## config.mk

```make
export PLATFORM = sky130hd
export DESIGN_NAME = two_wire_serial_bus
export DESIGN_NICKNAME = d
export VERILOG_FILES = /design/src/two_wire_pkg.sv /design/src/bus_line_if.sv /design/src/line_sync.sv /design/src/two_wire_serial_bus.sv
export SDC_FILE = /design/constraint.sdc
export NUM_CORES = 1
export LEC_CHECK = 0
export BUFFER_PORTS_ARGS = -buffer_cell sky130_fd_sc_hd__buf_2
export CORE_UTILIZATION = 35
export CTS_BUF_LIST = sky130_fd_sc_hd__clkbuf_8 sky130_fd_sc_hd__clkbuf_16
export DETAILED_ROUTE_END_ITERATION = 10
export SETUP_SLACK_MARGIN = 0.5
export SKIP_LAST_GASP = 1
export SLEW_MARGIN = 20
export SYNTH_ARGS = -nofsm -noshare
export SYNTH_HDL_FRONTEND = slang
export SYNTH_HIERARCHICAL = 1
export SYNTH_SLANG_ARGS = --single-unit
```

## constraint.sdc

```tcl
create_clock -name clk -period 2.8 [get_ports clk]
set_clock_uncertainty 0.05 [all_clocks]
set_input_delay 0.28 -clock clk [delete_from_list [all_inputs] [get_ports clk]]
set_output_delay 0.28 -clock clk [all_outputs]
set_load 0.01 [all_outputs]
```

## src/two_wire_pkg.sv

```systemverilog
// Functional notes
// - Bus uses exactly two lines, a clock line and a data line.
// - Lines are only pulled low or released, never driven high.
// - A line reads low if any party pulls it low.
// - A line is high only when all release; sample the real level.
// - Generated bus clock never exceeds 400 kbit/s.
// - Controller works as master or as slave.
// - In either role it can transmit or receive bytes.
// - Slaves are selected by a 7-bit address, 128 values.
// - Own address is programmable; general call recognition can be enabled.
// - Contention between masters resolves so only one completes.
// - Data changes while clock low; start and stop while clock high.
// - Address packet: 7 address bits, read/write, acknowledge in ninth clock.
// - Bytes go most significant bit first; all-zero address is general call.
// - Master reading low after sending high loses and becomes slave.
`default_nettype none
package two_wire_pkg;
  localparam int          CLK_PERIOD_NS = 8;
  // Half bit time at 400 kbit/s; least time, so round up
  localparam int          SCL_HALF_NS   = 1250;
  localparam int          HALF_CYC_I    =
    (SCL_HALF_NS + CLK_PERIOD_NS - 1) / CLK_PERIOD_NS;
  localparam logic [7:0]  HALF_CYC      = 8'(HALF_CYC_I);
  localparam logic [7:0]  MID_CYC       = 8'(HALF_CYC_I / 2);
  localparam logic [6:0]  GC_ADDR       = 7'h00;
  localparam logic [3:0]  ACK_SLOT      = 4'h8;
  localparam logic [3:0]  BIT_PRE       = 4'hf;

  typedef enum logic [2:0] {
    PH_IDLE, PH_ADDR, PH_TX, PH_RX, PH_SKIP
  } phase_t;

  typedef enum logic [2:0] {
    G_IDLE, G_START, G_LOW, G_HIGH, G_STOPH, G_FREE
  } gen_t;
endpackage : two_wire_pkg
`default_nettype wire

```

## src/bus_line_if.sv

```systemverilog
`default_nettype none
// Synchronised line levels and the events found on them
interface bus_line_if;
  logic scl;
  logic sda;
  logic scl_rise;
  logic scl_fall;
  logic start_det;
  logic stop_det;
  modport sync_mp (output scl, sda, scl_rise, scl_fall, start_det, stop_det);
  modport core_mp (input  scl, sda, scl_rise, scl_fall, start_det, stop_det);
endinterface : bus_line_if
`default_nettype wire

```

## src/line_sync.sv

```systemverilog
`default_nettype none
module line_sync (
  input  wire logic  clk,
  input  wire logic  nrst,
  input  wire logic  scl_i,
  input  wire logic  sda_i,
  bus_line_if.sync_mp lb
);
  logic [1:0] s1_r;
  logic [1:0] s2_r;
  logic [1:0] s3_r;

  // two-stage synchroniser
  // Stage one feeds stage two only; stage three holds the prior level
  always_ff @(posedge clk or negedge nrst) begin
    if (!nrst) begin
      s1_r <= 2'h3;
      s2_r <= 2'h3;
      s3_r <= 2'h3;
    end else begin
      s1_r <= {scl_i, sda_i};
      s2_r <= s1_r;
      s3_r <= s2_r;
    end
  end

  assign lb.scl      = s2_r[1];
  assign lb.sda      = s2_r[0];
  assign lb.scl_rise = s2_r[1] & ~s3_r[1];
  assign lb.scl_fall = ~s2_r[1] & s3_r[1];
  assign lb.start_det = s2_r[1] & s3_r[1] & ~s2_r[0] & s3_r[0];
  assign lb.stop_det  = s2_r[1] & s3_r[1] & s2_r[0] & ~s3_r[0];
endmodule : line_sync
`default_nettype wire

```

## src/two_wire_serial_bus.sv

```systemverilog
`default_nettype none
module two_wire_serial_bus (
  input  wire logic       clk,
  input  wire logic       nrst,
  input  wire logic       scl_i,
  input  wire logic       sda_i,
  output logic            scl_o,
  output logic            scl_oe_n,
  output logic            sda_o,
  output logic            sda_oe_n,
  input  wire logic       en,
  input  wire logic [6:0] own_addr,
  input  wire logic       gc_en,
  input  wire logic       m_go,
  input  wire logic [6:0] m_addr,
  input  wire logic       m_rw,
  input  wire logic       m_stop,
  input  wire logic [7:0] tx_byte,
  output logic      [7:0] rx_byte,
  output logic            rx_valid,
  output logic            tx_taken,
  output logic            slv_sel,
  output logic            busy,
  output logic            is_master,
  output logic            arb_lost,
  output logic            nack_seen
);
  bus_line_if lb ();

  two_wire_pkg::phase_t phase_r;
  two_wire_pkg::gen_t   gen_r;
  logic [3:0] cnt_r;
  logic [3:0] cnt_nxt;
  logic [7:0] sh_in_r;
  logic [7:0] sh_out_r;
  logic [7:0] go_r;
  logic [7:0] tmr_r;
  logic       eng_low_r;
  logic       ack_r;
  logic       sel_r;
  logic       gen_scl_low_r;
  logic       gen_sda_low_r;
  logic       stop_cond;

  line_sync u_sync (
    .clk   (clk),
    .nrst  (nrst),
    .scl_i (scl_i),
    .sda_i (sda_i),
    .lb    (lb.sync_mp)
  );

  // seven-bit match, general call only with write
  function automatic logic addr_hit(input logic [7:0] b,
                                    input logic [6:0] own,
                                    input logic       gce);
    addr_hit = (b[7:1] == own) ||
               (gce && b[7:1] == two_wire_pkg::GC_ADDR && !b[0]);
  endfunction : addr_hit

  assign cnt_nxt = (cnt_r == two_wire_pkg::ACK_SLOT) ? 4'h0 : cnt_r + 4'h1;
  assign stop_cond = is_master && phase_r == two_wire_pkg::PH_SKIP &&
                     cnt_r == 4'h0;

  // Bit engine: samples on clock rise, changes data after clock fall
  always_ff @(posedge clk or negedge nrst) begin
    if (!nrst) begin
      phase_r   <= two_wire_pkg::PH_IDLE;
      cnt_r     <= two_wire_pkg::BIT_PRE;
      sh_in_r   <= 8'h00;
      sh_out_r  <= 8'h00;
      eng_low_r <= 1'b0;
      ack_r     <= 1'b0;
      sel_r     <= 1'b0;
      is_master <= 1'b0;
      busy      <= 1'b0;
      rx_byte   <= 8'h00;
      rx_valid  <= 1'b0;
      tx_taken  <= 1'b0;
      slv_sel   <= 1'b0;
      arb_lost  <= 1'b0;
      nack_seen <= 1'b0;
    end else begin
      rx_valid  <= 1'b0;
      tx_taken  <= 1'b0;
      slv_sel   <= 1'b0;
      arb_lost  <= 1'b0;
      nack_seen <= 1'b0;
      if (!en) begin
        phase_r   <= two_wire_pkg::PH_IDLE;
        eng_low_r <= 1'b0;
        is_master <= 1'b0;
        busy      <= 1'b0;
      end else if (lb.start_det) begin
        // master when this end issued the start
        busy      <= 1'b1;
        phase_r   <= two_wire_pkg::PH_ADDR;
        cnt_r     <= two_wire_pkg::BIT_PRE;
        sh_out_r  <= go_r;
        sel_r     <= 1'b0;
        eng_low_r <= 1'b0;
        is_master <= (gen_r == two_wire_pkg::G_START);
      end else if (lb.stop_det) begin
        busy      <= 1'b0;
        phase_r   <= two_wire_pkg::PH_IDLE;
        eng_low_r <= 1'b0;
        is_master <= 1'b0;
      end else if (lb.scl_rise && phase_r != two_wire_pkg::PH_IDLE &&
                   cnt_r != two_wire_pkg::BIT_PRE) begin
        if (cnt_r < two_wire_pkg::ACK_SLOT) begin
          sh_in_r <= {sh_in_r[6:0], lb.sda};
        end else begin
          ack_r <= ~lb.sda;
        end
        if (is_master && cnt_r < two_wire_pkg::ACK_SLOT &&
            (phase_r == two_wire_pkg::PH_ADDR ||
             phase_r == two_wire_pkg::PH_TX) &&
            !eng_low_r && !lb.sda) begin
          is_master <= 1'b0;
          arb_lost  <= 1'b1;
          eng_low_r <= 1'b0;
          if (phase_r == two_wire_pkg::PH_TX) begin
            phase_r <= two_wire_pkg::PH_SKIP;
          end
        end
      end else if (lb.scl_fall && phase_r != two_wire_pkg::PH_IDLE) begin
        cnt_r <= cnt_nxt;
        if (cnt_nxt == two_wire_pkg::ACK_SLOT) begin
          unique case (phase_r)
            two_wire_pkg::PH_ADDR: begin
              sel_r     <= !is_master && addr_hit(sh_in_r, own_addr, gc_en);
              eng_low_r <= !is_master && addr_hit(sh_in_r, own_addr, gc_en);
              slv_sel   <= !is_master && addr_hit(sh_in_r, own_addr, gc_en);
            end
            two_wire_pkg::PH_RX: begin
              eng_low_r <= !(is_master && m_stop);
              rx_byte   <= sh_in_r;
              rx_valid  <= 1'b1;
            end
            default: eng_low_r <= 1'b0;
          endcase
        end else if (cnt_r == two_wire_pkg::ACK_SLOT) begin
          // direction after address, loser checks selection
          eng_low_r <= 1'b0;
          nack_seen <= !ack_r && phase_r != two_wire_pkg::PH_RX &&
                       phase_r != two_wire_pkg::PH_SKIP;
          if ((phase_r == two_wire_pkg::PH_ADDR &&
               ((is_master && ack_r && !sh_in_r[0] && !m_stop) ||
                (sel_r && sh_in_r[0]))) ||
              (phase_r == two_wire_pkg::PH_TX && ack_r &&
               !(is_master && m_stop))) begin
            phase_r   <= two_wire_pkg::PH_TX;
            sh_out_r  <= tx_byte;
            tx_taken  <= 1'b1;
            eng_low_r <= ~tx_byte[7];
          end else if ((phase_r == two_wire_pkg::PH_ADDR &&
                        ((is_master && ack_r && sh_in_r[0]) ||
                         (sel_r && !sh_in_r[0]))) ||
                       (phase_r == two_wire_pkg::PH_RX &&
                        !(is_master && m_stop))) begin
            phase_r <= two_wire_pkg::PH_RX;
          end else begin
            phase_r <= two_wire_pkg::PH_SKIP;
          end
        end else if ((phase_r == two_wire_pkg::PH_ADDR && is_master) ||
                     phase_r == two_wire_pkg::PH_TX) begin
          eng_low_r <= ~sh_out_r[3'(4'h7 - cnt_nxt)];
        end else begin
          eng_low_r <= 1'b0;
        end
      end
    end
  end

  // Clock generator; waits on the real line so slow slaves can stretch
  always_ff @(posedge clk or negedge nrst) begin
    if (!nrst) begin
      gen_r         <= two_wire_pkg::G_IDLE;
      tmr_r         <= 8'h00;
      go_r          <= 8'h00;
      gen_scl_low_r <= 1'b0;
      gen_sda_low_r <= 1'b0;
    end else if (!en) begin
      gen_r         <= two_wire_pkg::G_IDLE;
      gen_scl_low_r <= 1'b0;
      gen_sda_low_r <= 1'b0;
    end else begin
      if (tmr_r != 8'h00) begin
        tmr_r <= tmr_r - 8'h01;
      end
      unique case (gen_r)
        two_wire_pkg::G_IDLE: begin
          gen_scl_low_r <= 1'b0;
          gen_sda_low_r <= 1'b0;
          // Only a free, quiet bus may be seized
          if (m_go && !busy && lb.scl && lb.sda) begin
            go_r          <= {m_addr, m_rw};
            gen_sda_low_r <= 1'b1;
            tmr_r         <= two_wire_pkg::HALF_CYC;
            gen_r         <= two_wire_pkg::G_START;
          end
        end
        two_wire_pkg::G_START: begin
          if (tmr_r == 8'h00) begin
            gen_scl_low_r <= 1'b1;
            tmr_r         <= two_wire_pkg::HALF_CYC;
            gen_r         <= two_wire_pkg::G_LOW;
          end
        end
        two_wire_pkg::G_LOW: begin
          if (tmr_r == two_wire_pkg::MID_CYC) begin
            gen_sda_low_r <= stop_cond;
          end
          if (tmr_r == 8'h00) begin
            gen_scl_low_r <= 1'b0;
            tmr_r         <= two_wire_pkg::HALF_CYC;
            if (!is_master) begin
              gen_r <= two_wire_pkg::G_IDLE;
            end else if (stop_cond) begin
              gen_r <= two_wire_pkg::G_STOPH;
            end else begin
              gen_r <= two_wire_pkg::G_HIGH;
            end
          end
        end
        two_wire_pkg::G_HIGH: begin
          if (!is_master) begin
            gen_r <= two_wire_pkg::G_IDLE;
          end else if (lb.scl_fall || (lb.scl && tmr_r == 8'h00)) begin
            gen_scl_low_r <= 1'b1;
            tmr_r         <= two_wire_pkg::HALF_CYC;
            gen_r         <= two_wire_pkg::G_LOW;
          end else if (!lb.scl) begin
            tmr_r <= two_wire_pkg::HALF_CYC;
          end
        end
        two_wire_pkg::G_STOPH: begin
          if (!lb.scl) begin
            tmr_r <= two_wire_pkg::HALF_CYC;
          end else if (tmr_r == 8'h00) begin
            gen_sda_low_r <= 1'b0;
            tmr_r         <= two_wire_pkg::HALF_CYC;
            gen_r         <= two_wire_pkg::G_FREE;
          end
        end
        two_wire_pkg::G_FREE: begin
          if (tmr_r == 8'h00) begin
            gen_r <= two_wire_pkg::G_IDLE;
          end
        end
        default: gen_r <= two_wire_pkg::G_IDLE;
      endcase
    end
  end

  always_ff @(posedge clk or negedge nrst) begin
    if (!nrst) begin
      scl_o    <= 1'b0;
      sda_o    <= 1'b0;
      scl_oe_n <= 1'b1;
      sda_oe_n <= 1'b1;
    end else begin
      scl_o    <= 1'b0;
      sda_o    <= 1'b0;
      scl_oe_n <= ~gen_scl_low_r;
      sda_oe_n <= ~(gen_sda_low_r | eng_low_r);
    end
  end

  // Helper: length of each generated low phase
  localparam int HALF_MIN = two_wire_pkg::HALF_CYC_I;
  logic [8:0] low_len_r;
  always_ff @(posedge clk or negedge nrst) begin
    if (!nrst) begin
      low_len_r <= 9'h000;
    end else if (!gen_scl_low_r) begin
      low_len_r <= 9'h000;
    end else if (low_len_r != 9'h1ff) begin
      low_len_r <= low_len_r + 9'h001;
    end
  end
endmodule : two_wire_serial_bus
`default_nettype wire

```

---- Yosys cells after proc, flatten, opt, wreduce, memory -nomap -nowiden ----
Index checks and enable logic that the tools add are counted.
Widths: inputs -> output; s select.
storage, ports and cells
  bits in writable memories ............... 0
  register bits ........................... 70
  memories ................................ 0
  memory bits (read-only) ................. 0
  bits in latches ......................... 0
  output and inout bits ................... 19
  logic and storage cells ................. 275
cells by class
  div/mod/pow operators ................... 0
  bitwise logic cells ..................... 20
  $add $sub $neg .......................... 3
  multiplexer cells ....................... 114
  shift-type cells ........................ 0
  $mul .................................... 0
  equal/unequal tests ..................... 39
  reduce and logical (&&, ||, !) cells .... 72
  magnitude comparators ................... 2
operator list
  kind                number
  $mux 8              14
  $mux 1              67
  $mux 3              22
  $pmux 8 s4          1
  $logic_and 1x1->1   31
  $ne 3x3->1 const B  8
  $reduce_and 7->1    3
  $mux 4              5
  $reduce_and 5->1    4
  $pmux 3 s6          1
  $ne 5x1->1 const B  3
  $eq 3x2->1 const B  4
  $ne 4x1->1 const B  3
  $not 1->1           12
  $ne 5x4->1 const B  2
  $reduce_bool 2->1   5
  $eq 3x3->1 const B  3
  $ne 3x2->1 const B  3
  $eq 4x4->1 const B  2
  $eq 8x7->1 const B  1
  $logic_not 1->1     8
  $logic_not 8->1     1
  $logic_or 1x1->1    8
  $ne 4x4->1 const B  2
  26 further kinds    37

---- Logic depth before layout (Yosys ltp) ----
Gate-level depths: netlist (run 1).
  depth after elaboration ................. 14
  depth in mapped cells ................... 12

---- By module ----
Netlist (run 1), hierarchy kept.
modules (own cells, without submodules)
  module               cells each  times used  area each (µm²)
  two_wire_serial_bus  421         1           3941.3
  line_sync            10          1           190.2

---- Worst setup path after synthesis (run 1) ----
OpenSTA, ideal clock, no wires.
  kind .................................... register -> register
  start point ............................. register tmr_r[0]
  end point ............................... register tmr_r[0]
  arrival time ............................ 2.441 ns
  period minus slack after synthesis ...... 2.622 ns
  setup time .............................. 0.131 ns
  stages on the path, launching flop included .. 12
  setup slack ............................. 0.178 ns
  buffers on the path ..................... 1
  data required time ...................... 2.619 ns
  cells stage by stage .................... dfrtp_1 > inv_1 > ha_1 > nor4b_2 > and2_0 > clkbuf_1 > inv_1 > ha_1 > o311a_1 > o22ai_1 > a21oi_1 > o21bai_1
on the way
  longest elaborated chain between the ends .. 6
ends and longest elaborated chain
  item                                         RTL line                                                source
  start, declared                              two_wire_serial_bus.sv:37                               logic [7:0] tmr_r;
  start signal, assigned                       two_wire_serial_bus.sv:189                              tmr_r <= tmr_r - 8'h01;
  start signal, assigned                       two_wire_serial_bus.sv:199                              tmr_r <= two_wire_pkg::HALF_CYC;
  start signal, assigned                       two_wire_serial_bus.sv:206                              tmr_r <= two_wire_pkg::HALF_CYC;
  $sub 8x1->8, or another cell as far along    two_wire_serial_bus.sv:189
  $mux 8 or $logic_and 1x1->1 (tied branches)  two_wire_serial_bus.sv:188, two_wire_serial_bus.sv:229
  $mux 8 or $logic_or 1x1->1 (tied branches)   two_wire_serial_bus.sv:233, two_wire_serial_bus.sv:229
  $mux 8                                       two_wire_serial_bus.sv:229                              end else if (lb.scl_fall || (lb.scl && tmr_r == 8'h00)) begin
  $mux 8                                       two_wire_serial_bus.sv:227                              if (!is_master) begin
  $pmux 8 s4 (*)                               two_wire_serial_bus.sv:191                              unique case (gen_r)
Mark *: on every way between the ends. The rest lies on a longest branch, timed or not.
A chain may end at the register's enable or synchronous reset.

---- Final worst setup path (run 1) ----
  start point ............................. register cnt_r[0]
  end point ............................... register rx_byte[7]
on the way
  longest elaborated chain between the ends .. 4
ends and longest elaborated chain
  item                                         RTL line                                               source
  start, declared                              two_wire_serial_bus.sv:32                              logic [3:0] cnt_r;
  start signal, assigned                       two_wire_serial_bus.sv:69                              cnt_r <= two_wire_pkg::BIT_PRE;
  start signal, assigned                       two_wire_serial_bus.sv:98                              cnt_r <= two_wire_pkg::BIT_PRE;
  start signal, assigned                       two_wire_serial_bus.sv:127                             cnt_r <= cnt_nxt;
  $add 4x1->4, or another cell as far along    two_wire_serial_bus.sv:61                              assign cnt_nxt = (cnt_r == two_wire_pkg::ACK_SLOT) ? 4'h0 : cnt_r + 4'h1;
  $mux 4 or $logic_and 1x1->1 (tied branches)  two_wire_serial_bus.sv:61, two_wire_serial_bus.sv:108
  $eq 4x4->1 or $not 1->1 (tied branches)      -
  $reduce_and 7->1 (no line) (*)               -
  end signal, assigned                         two_wire_serial_bus.sv:137                             rx_byte <= sh_in_r;
  end, declared                                two_wire_serial_bus.sv:19                              output logic [7:0] rx_byte,
Marked as above.

==> results of run 1 <==
## registers in the layout, indices dropped and copies added, names as in the netlist, 2 cells and up
name / count
tmr_r: 8
phase_r: 3
sh_in_r: 8
u_sync/s3_r: 2
u_sync/s1_r: 2
gen_r: 3
sh_out_r: 8
u_sync/s2_r: 2
cnt_r: 4
rx_byte: 8
go_r: 8
## cells in the final DEF, fill, tap and decap left out, types with 3 or more instances in the layout
cell type and n:
o21a_1 8, o22ai_1 12, nand2b_1 9, mux2_4 8
xnor2_1 9, nor2_1 18, o31ai_1 5, buf_4 38
a21oi_1 18, nand3_1 5, inv_1 14, a31oi_1 6
and2_1 3, and4b_1 4, dfstp_2 12, nor3b_1 3
a21o_1 5, or3_4 4, xor2_1 3, mux2_2 17
nand4b_1 4, nand2_1 34, inv_2 4, ha_4 4
nand3b_1 6, nor3_1 32, a31o_2 3, nand4_1 3
o21ai_0 26, dfrtp_1 56, clkinvlp_4 4, a41oi_1 3
nor4_1 3, clkbuf_16 9, buf_2 46
## metal layers
metal  global-route usage [%]  part of all wire [%]  vias up
li1                         -                     -     1727
met1                     26.9                    46     1763
met2                     28.9                    46      144
met3                     3.57                   6.1       22
met4                     6.67                   2.0        0
met5                        0                     0        -
## timing repair
item | 4_1_cts | 5_1_grt
cloned | 1 | 0
setup endpoints to repair | 27 | 34
endpoints found under the hold margin | 1 | 1
pin swaps | 3 | 7
buffers inserted | 11 | 13
resized for setup | 22 | 17
hold buffers | 1 | 1
## final cells by class
cell class / instances / area share (%)
well taps: 143 / 3.45
clock inverters: 6 / 0.917
repair buffers: 87 / 10.5
multi-input cells: 316 / 44.8
inverters: 19 / 1.52
clock buffers: 10 / 4.61
flip-flops and latches: 70 / 34.1
## worst max path at each step
stage	start	endpoint	slack (ns)	cells after the start
2_1_floorplan	cnt_r[0]	rx_byte[0]	0.27	9
3_3_place_gp	cnt_r[0]	rx_byte[5]	0.15	7
3_5_place_dp	u_sync/s3_r[1]	rx_byte[4]	0.09	6
4_1_cts	cnt_r[1]	rx_byte[3]	0.46	7
5_1_grt	cnt_r[1]	rx_byte[0]	0.37	7
6_report	cnt_r[0]	rx_byte[7]	0.42	7
## cell families after synthesis
kind of cell | share of synthesized area [%]
AND/OR/NAND/NOR | 20.2
AO/OA/AOI/OAI | 18.6
flip-flops | 42.8
buffers and inverters | 4.88
multiplexers | 9.12
XOR/XNOR | 2.54
adder cells (fa/ha/maj) | 1.82
other | 0.0908
## worst max-delay path: stages, from the launching register on
cell,delay [ns]
dfstp_2,0.57
buf_6,0.11
ha_4,0.15
nand3_2,0.09
a21o_1,0.20
or3_4,0.36
or3_4,0.41
mux2_4,0.32
## through the flow
stage,std cells,hold slack (ns),setup slack [ns],area [um2]
final,651,0.0338,0.424,5190
after global routing,651,0.116,0.369,5190
after CTS,637,0.00292,0.463,5020
after detailed placement,608,0.298,0.0854,4550
after global placement,608,0.297,0.150,4550
after floorplan,432,-0.0656,0.272,4170
## report_power, final
part	total [mW]	switching [mW]	leakage, nW	internal (mW)
registers	1.27	0.134	0.895	1.13
logic	0.799	0.390	1.30	0.409
clock network	1.09	0.461	0.127	0.626
total	3.15	0.986	2.32	2.17
==> out/qor.csv, run 1 <==
stage,metric,value,unit
synth,post-synthesis sequential area ratio,42.8,%
layout,final core occ,45.2,%
layout,flip-flop and latch area,1770,um2
clock_network,clock-pin slew on the worst setup and hold paths,0.06,ns
synth,post-synthesis async set-or-reset flop share,100,%
synth,"top cells by area, synth","dfrtp_1, dfstp_2, mux2_2",
clock_network,CTS H-tree lvls,3,
synth,"FF+latch count, synth",70,
floorplanning,I/O Pins,50,
synth,Mapped Area,4130,um2
synth,Synth top area share,35.1,%
sta,Final min period,2.38,ns
sta,count of pins over their slew limit,0,
drt,DRC viols,0,
sta,maximum clock frequency,421,MHz
pwr,total power,3.15,mW
critical_path,flop2flop setup slack,0.42,ns
pwr,Worst VDD drop,0.290,mV
synth,"count leader, synth",dfrtp_1,
global_route,largest net degree at the start of global routing,71,
critical_path,Crit Path Max Fanout,5,
global_route,first-pass GRT wire length,18500,um
synth,Synth top cells by count,"dfrtp_1, nand2_1, nor3_1",
floorplanning,chip height,111,um
sta,Post-Route Setup TNS,0,ns
run,Max-Cap Viols,0,
clock_network,Sink Count,70,
layout,FILL cells,1075,
sta,Slew @ Worst Pin,0.886,ns
sta,Final Hold Viols,0,
synth,Mapped Cells,431,
synth,synth warn,6,
sta,final setup vio count,0,
floorplanning,core area,11500,um2
sta,worst relative slew slack,40.9,%
critical_path,worst reg2reg path startpoint,cnt_r[0],
layout,Final Net Count,540,
synth,biggest area consumer among synthesized cells,dfrtp_1,
drt,vias per inst,5.62,
drt,DR pass1 iterations,8,
pwr,PwrDens,608,nW/um2
critical_path,Register-to-Register Path Depth,7,
synth,synthesized area per cell,9.59,um2
drt,via count,3656,
global_route,initial antenna violation count,0,
pwr,Leak,2.32,nW
floorplanning,Initial Util,36.0,%
clock_network,clock buffer count from CTS,9,
global_route,vias in the first global route,3554,
critical_path,CP Launch Type,flop,
hold_path,Min-Delay Path Class,in -> async,
layout,layout cells sized above 1,34.4,%
placed_design,Final Wtd Congestion,0.913,
critical_path,RR Endpoint,rx_byte[7],
drt,Total Routed Length,11500,um
clock_network,Longest Clk Path Bufs,2,
status,status,"finished, final reports clean",
floorplanning,Die ar.,12200,um2
placed_design,Detailed Place HPWL,7450,um
synth,ys flop type,dfrtp_1,
floorplanning,die width,111,um
synth,number of synthesized flops with an enable pin,0,
critical_path,Critical Path End Type,flop,
drt,drt wl/cell,17.6,um
layout,area taken by multi-input logic gates,2330,um2
layout,area delta synth->final,25.5,%
floorplanning,Core Rows,39,
global_route,grt ovf,0,
synth,post-synth cell types,67,
drt,first-iteration detailed-routing DRC count,298,
critical_path,Setup Crit Path Kind,reg -> reg,
clock_network,TritonCTS clock tree,built,
critical_path,WP data arrival,2.54,ns
clock_network,Root Driver,clkbuf_16,
placed_design,IO buf count,47,
sta,RSZ-0062 raised after global routing,true,
global_route,GRT Resource Usage Total,19.0,%
drt,Post-DRT Antenna Nets,0,
sta,Final period util,84.9,%
critical_path,required time worst endpoint,2.96,ns
layout,diode count,0,
clock_network,"Clk Latency, worst-skew pair",0.33,ns
(Power assumes the default switching activity.)
==> inputs of run 2 (changes only) <==
clock period = 2.45 ns   (was 2.8 ns; I/O delays follow)
==> run 2 against run 1 <==
  * Highest routed layer unchanged
  * Clock power increased by 19%
  * Cell count increased by 5.8%
  * Critical path type unchanged
  * Sequential power increased by 14%
  * Non-clock buffer count increased by 39
  * Register-to-register slack got worse by 0.42 ns
  * Hold slack improved by 0.044 ns
  * First-iteration DRC count decreased by 26%
  * Total power increased by 23%
  * Combinational power increased by 44%
  * Worst setup slack got worse by 0.42 ns
  * Via count increased by 6.7%
==> out/qor.csv, run 2 (synthesis gave the netlist of run 1 again) <==
stage,metric,value,unit,change
drt,drt wl/cell,17.5,um,-0.78%
critical_path,CP Launch Type,flop,,
clock_network,clock buffer count from CTS,9,,unchanged
global_route,GRT Resource Usage Total,19.0,%,+0.069 points
critical_path,worst reg2reg path startpoint,cnt_r[0],,
placed_design,placed insts,627,,+3.1%
layout,FILL cells,995,,-7.4%
pwr,Leak,2.63,nW,+14%
critical_path,CP Cell Sequence,ha_4 -> nand3_2 -> a21o_1 -> or3_4 -> or3_4 -> buf_6 -> mux2_4,,
drt,via count,3900,,+6.7%
sta,worst relative slew slack,59.9,%,+19 points
hold_path,Min-Delay Path Class,in -> reg,,
hold_path,Hold Crit Depth,2,,
drt,DR pass1 iterations,5,,-3
layout,Post-Layout Cell Count,689,,+5.8%
global_route,grt ovf,0,,unchanged
clock_network,Root Driver,clkbuf_16,,
global_route,vias in the first global route,3720,,+4.7%
pwr,Worst VDD drop,0.449,mV,+55%
floorplanning,Initial Util,36.0,%,unchanged
hold_path,worst hold path startpoint,m_addr[4],,
layout,flip-flop and latch area,1770,um2,unchanged
critical_path,Register-to-Register Path Depth,7,,unchanged
sta,RSZ-0062 raised after global routing,true,,
run,Max-Cap Viols,0,,unchanged
layout,area taken by multi-input logic gates,2720,um2,+17%
critical_path,RR Endpoint,rx_byte[1],,
drt,first-iteration detailed-routing DRC count,220,,-26%
critical_path,Critical Path End Type,flop,,
global_route,initial antenna violation count,0,,unchanged
layout,Final Net Count,578,,+7.0%
floorplanning,Die ar.,12200,um2,unchanged
critical_path,Worst path slowest cell,dfstp_2,,
sta,Slew @ Worst Pin,0.595,ns,-0.291 ns
floorplanning,chip height,111,um,unchanged
clock_network,CTS H-tree lvls,3,,unchanged
clock_network,"Clk Latency, worst-skew pair",0.35,ns,+0.02 ns
pwr,total power,3.90,mW,+23%
critical_path,Setup Crit Path Kind,reg -> reg,,
critical_path,"CP delay by family, top",simple AND/OR/NAND/NOR gates,,
global_route,largest net degree at the start of global routing,71,,unchanged
placed_design,Final Wtd Congestion,0.872,,-4.5%
clock_network,Sink Count,70,,unchanged
critical_path,flop2flop setup slack,0.007,ns,-0.42 ns
clock_network,Longest Clk Path Bufs,2,,unchanged
floorplanning,Core Rows,39,,unchanged
hold_path,worst hold endpoint,go_r[5],,
placed_design,IO buf count,47,,unchanged
layout,"commonest cells after routing, fill and taps aside","dfrtp_1, buf_4, buf_2",,
status,status,"finished, final reports clean",,
layout,diode count,0,,unchanged
sta,Final min period,2.44,ns,+0.0663 ns
sta,count of pins over their slew limit,0,,unchanged
sta,Final period util,99.7,%,+15 points
layout,layout cells sized above 1,47.8,%,+13 points
critical_path,worst stage delay on the critical path,0.58,ns,about the same
clock_network,clock-pin slew on the worst setup and hold paths,0.06,ns,about the same
sta,maximum clock frequency,409,MHz,-2.7%
drt,vias per inst,5.66,,+0.79%
floorplanning,die width,111,um,unchanged
placed_design,Detailed Place HPWL,7460,um,+0.19%
drt,Total Routed Length,12000,um,+5.0%
drt,DRC viols,0,,unchanged
floorplanning,core area,11500,um2,unchanged
layout,"commonest non-fill, non-tap cell in the layout",dfrtp_1,,
sta,Final Hold Viols,0,,unchanged
floorplanning,I/O Pins,50,,unchanged
critical_path,CP most frequent cell,or3_4,,
drt,Post-DRT Antenna Nets,0,,unchanged
sta,final setup vio count,0,,unchanged
clock_network,TritonCTS clock tree,built,,
critical_path,Worst Path Buf+Inv,1,,unchanged
critical_path,required time worst endpoint,2.62,ns,-0.34 ns
critical_path,Crit Path Max Fanout,5,,unchanged
global_route,first-pass GRT wire length,18600,um,+0.64%
critical_path,WP data arrival,2.62,ns,+0.08 ns
layout,area delta synth->final,45.6,%,
pwr,PwrDens,648,nW/um2,+6.5%
==> run 2: metrics by stage <==
step | util (%) | cell area [um2] | hold WS, ns | TNS, ns | worst slack (ns)
floorplan | - | 4250 | -0.101 | -0.614 | -0.0767
detailed placement | 41.7 | 4780 | 0.255 | -0.188 | -0.0306
finish | 52.4 | 6010 | 0.0779 | 0 | 0.00736
CTS | 48.4 | 5550 | 0.0682 | 0 | 0.0638
global route | 52.4 | 6010 | 0.0740 | -0.289 | -0.0408
global placement | 41.7 | 4780 | 0.254 | 0 | 0.0253
==> run 2: layer usage <==
layer / vias to the layer above / track usage, % / routed length [um]
li1: 1814 / - / -
met2: 125 / 30.4 / 6080
met3: 23 / 4.67 / 601
met1: 1938 / 24.8 / 5130
met5: - / 0 / 0
met4: 0 / 7.47 / 238
==> run 2: power by group <==
part | total, mW | switching, mW | internal, mW
sequential | 1.45 | 0.153 | 1.29
clock | 1.30 | 0.515 | 0.781
combinational | 1.15 | 0.547 | 0.604
==> run 2: cell type report <==
class | count | area share (%)
inverter | 19 | 1.27
timing repair buffer | 126 | 16.3
tap | 143 | 2.97
multi-input combinational | 315 | 45.2
sequential | 70 | 29.4
clock inverter | 7 | 1.12
clock buffer | 9 | 3.74
==> run 2: what timing repair did <==
| item | 4_1_cts | 5_1_grt |
|---|---|---|
| cloned | 2 | 0 |
| hold endpoints to repair | 60 | 0 |
| hold buffers | 3 | 0 |
| resized for setup | 60 | 75 |
| pin swaps | 26 | 35 |
| endpoints found under the setup margin | 52 | 55 |
| setup buffers | 22 | 19 |
==> run 2: worst max-delay path by stage <==
stage,slack (ns),to,startpoint,cells past startpoint
2_1_floorplan,-0.08,rx_byte[0],cnt_r[0],9
3_3_place_gp,0.03,rx_byte[4],cnt_r[0],8
3_5_place_dp,-0.03,rx_byte[3],cnt_r[0],8
4_1_cts,0.06,rx_byte[3],cnt_r[0],7
5_1_grt,-0.04,rx_byte[1],cnt_r[0],7
6_report,0.007,rx_byte[1],cnt_r[0],7
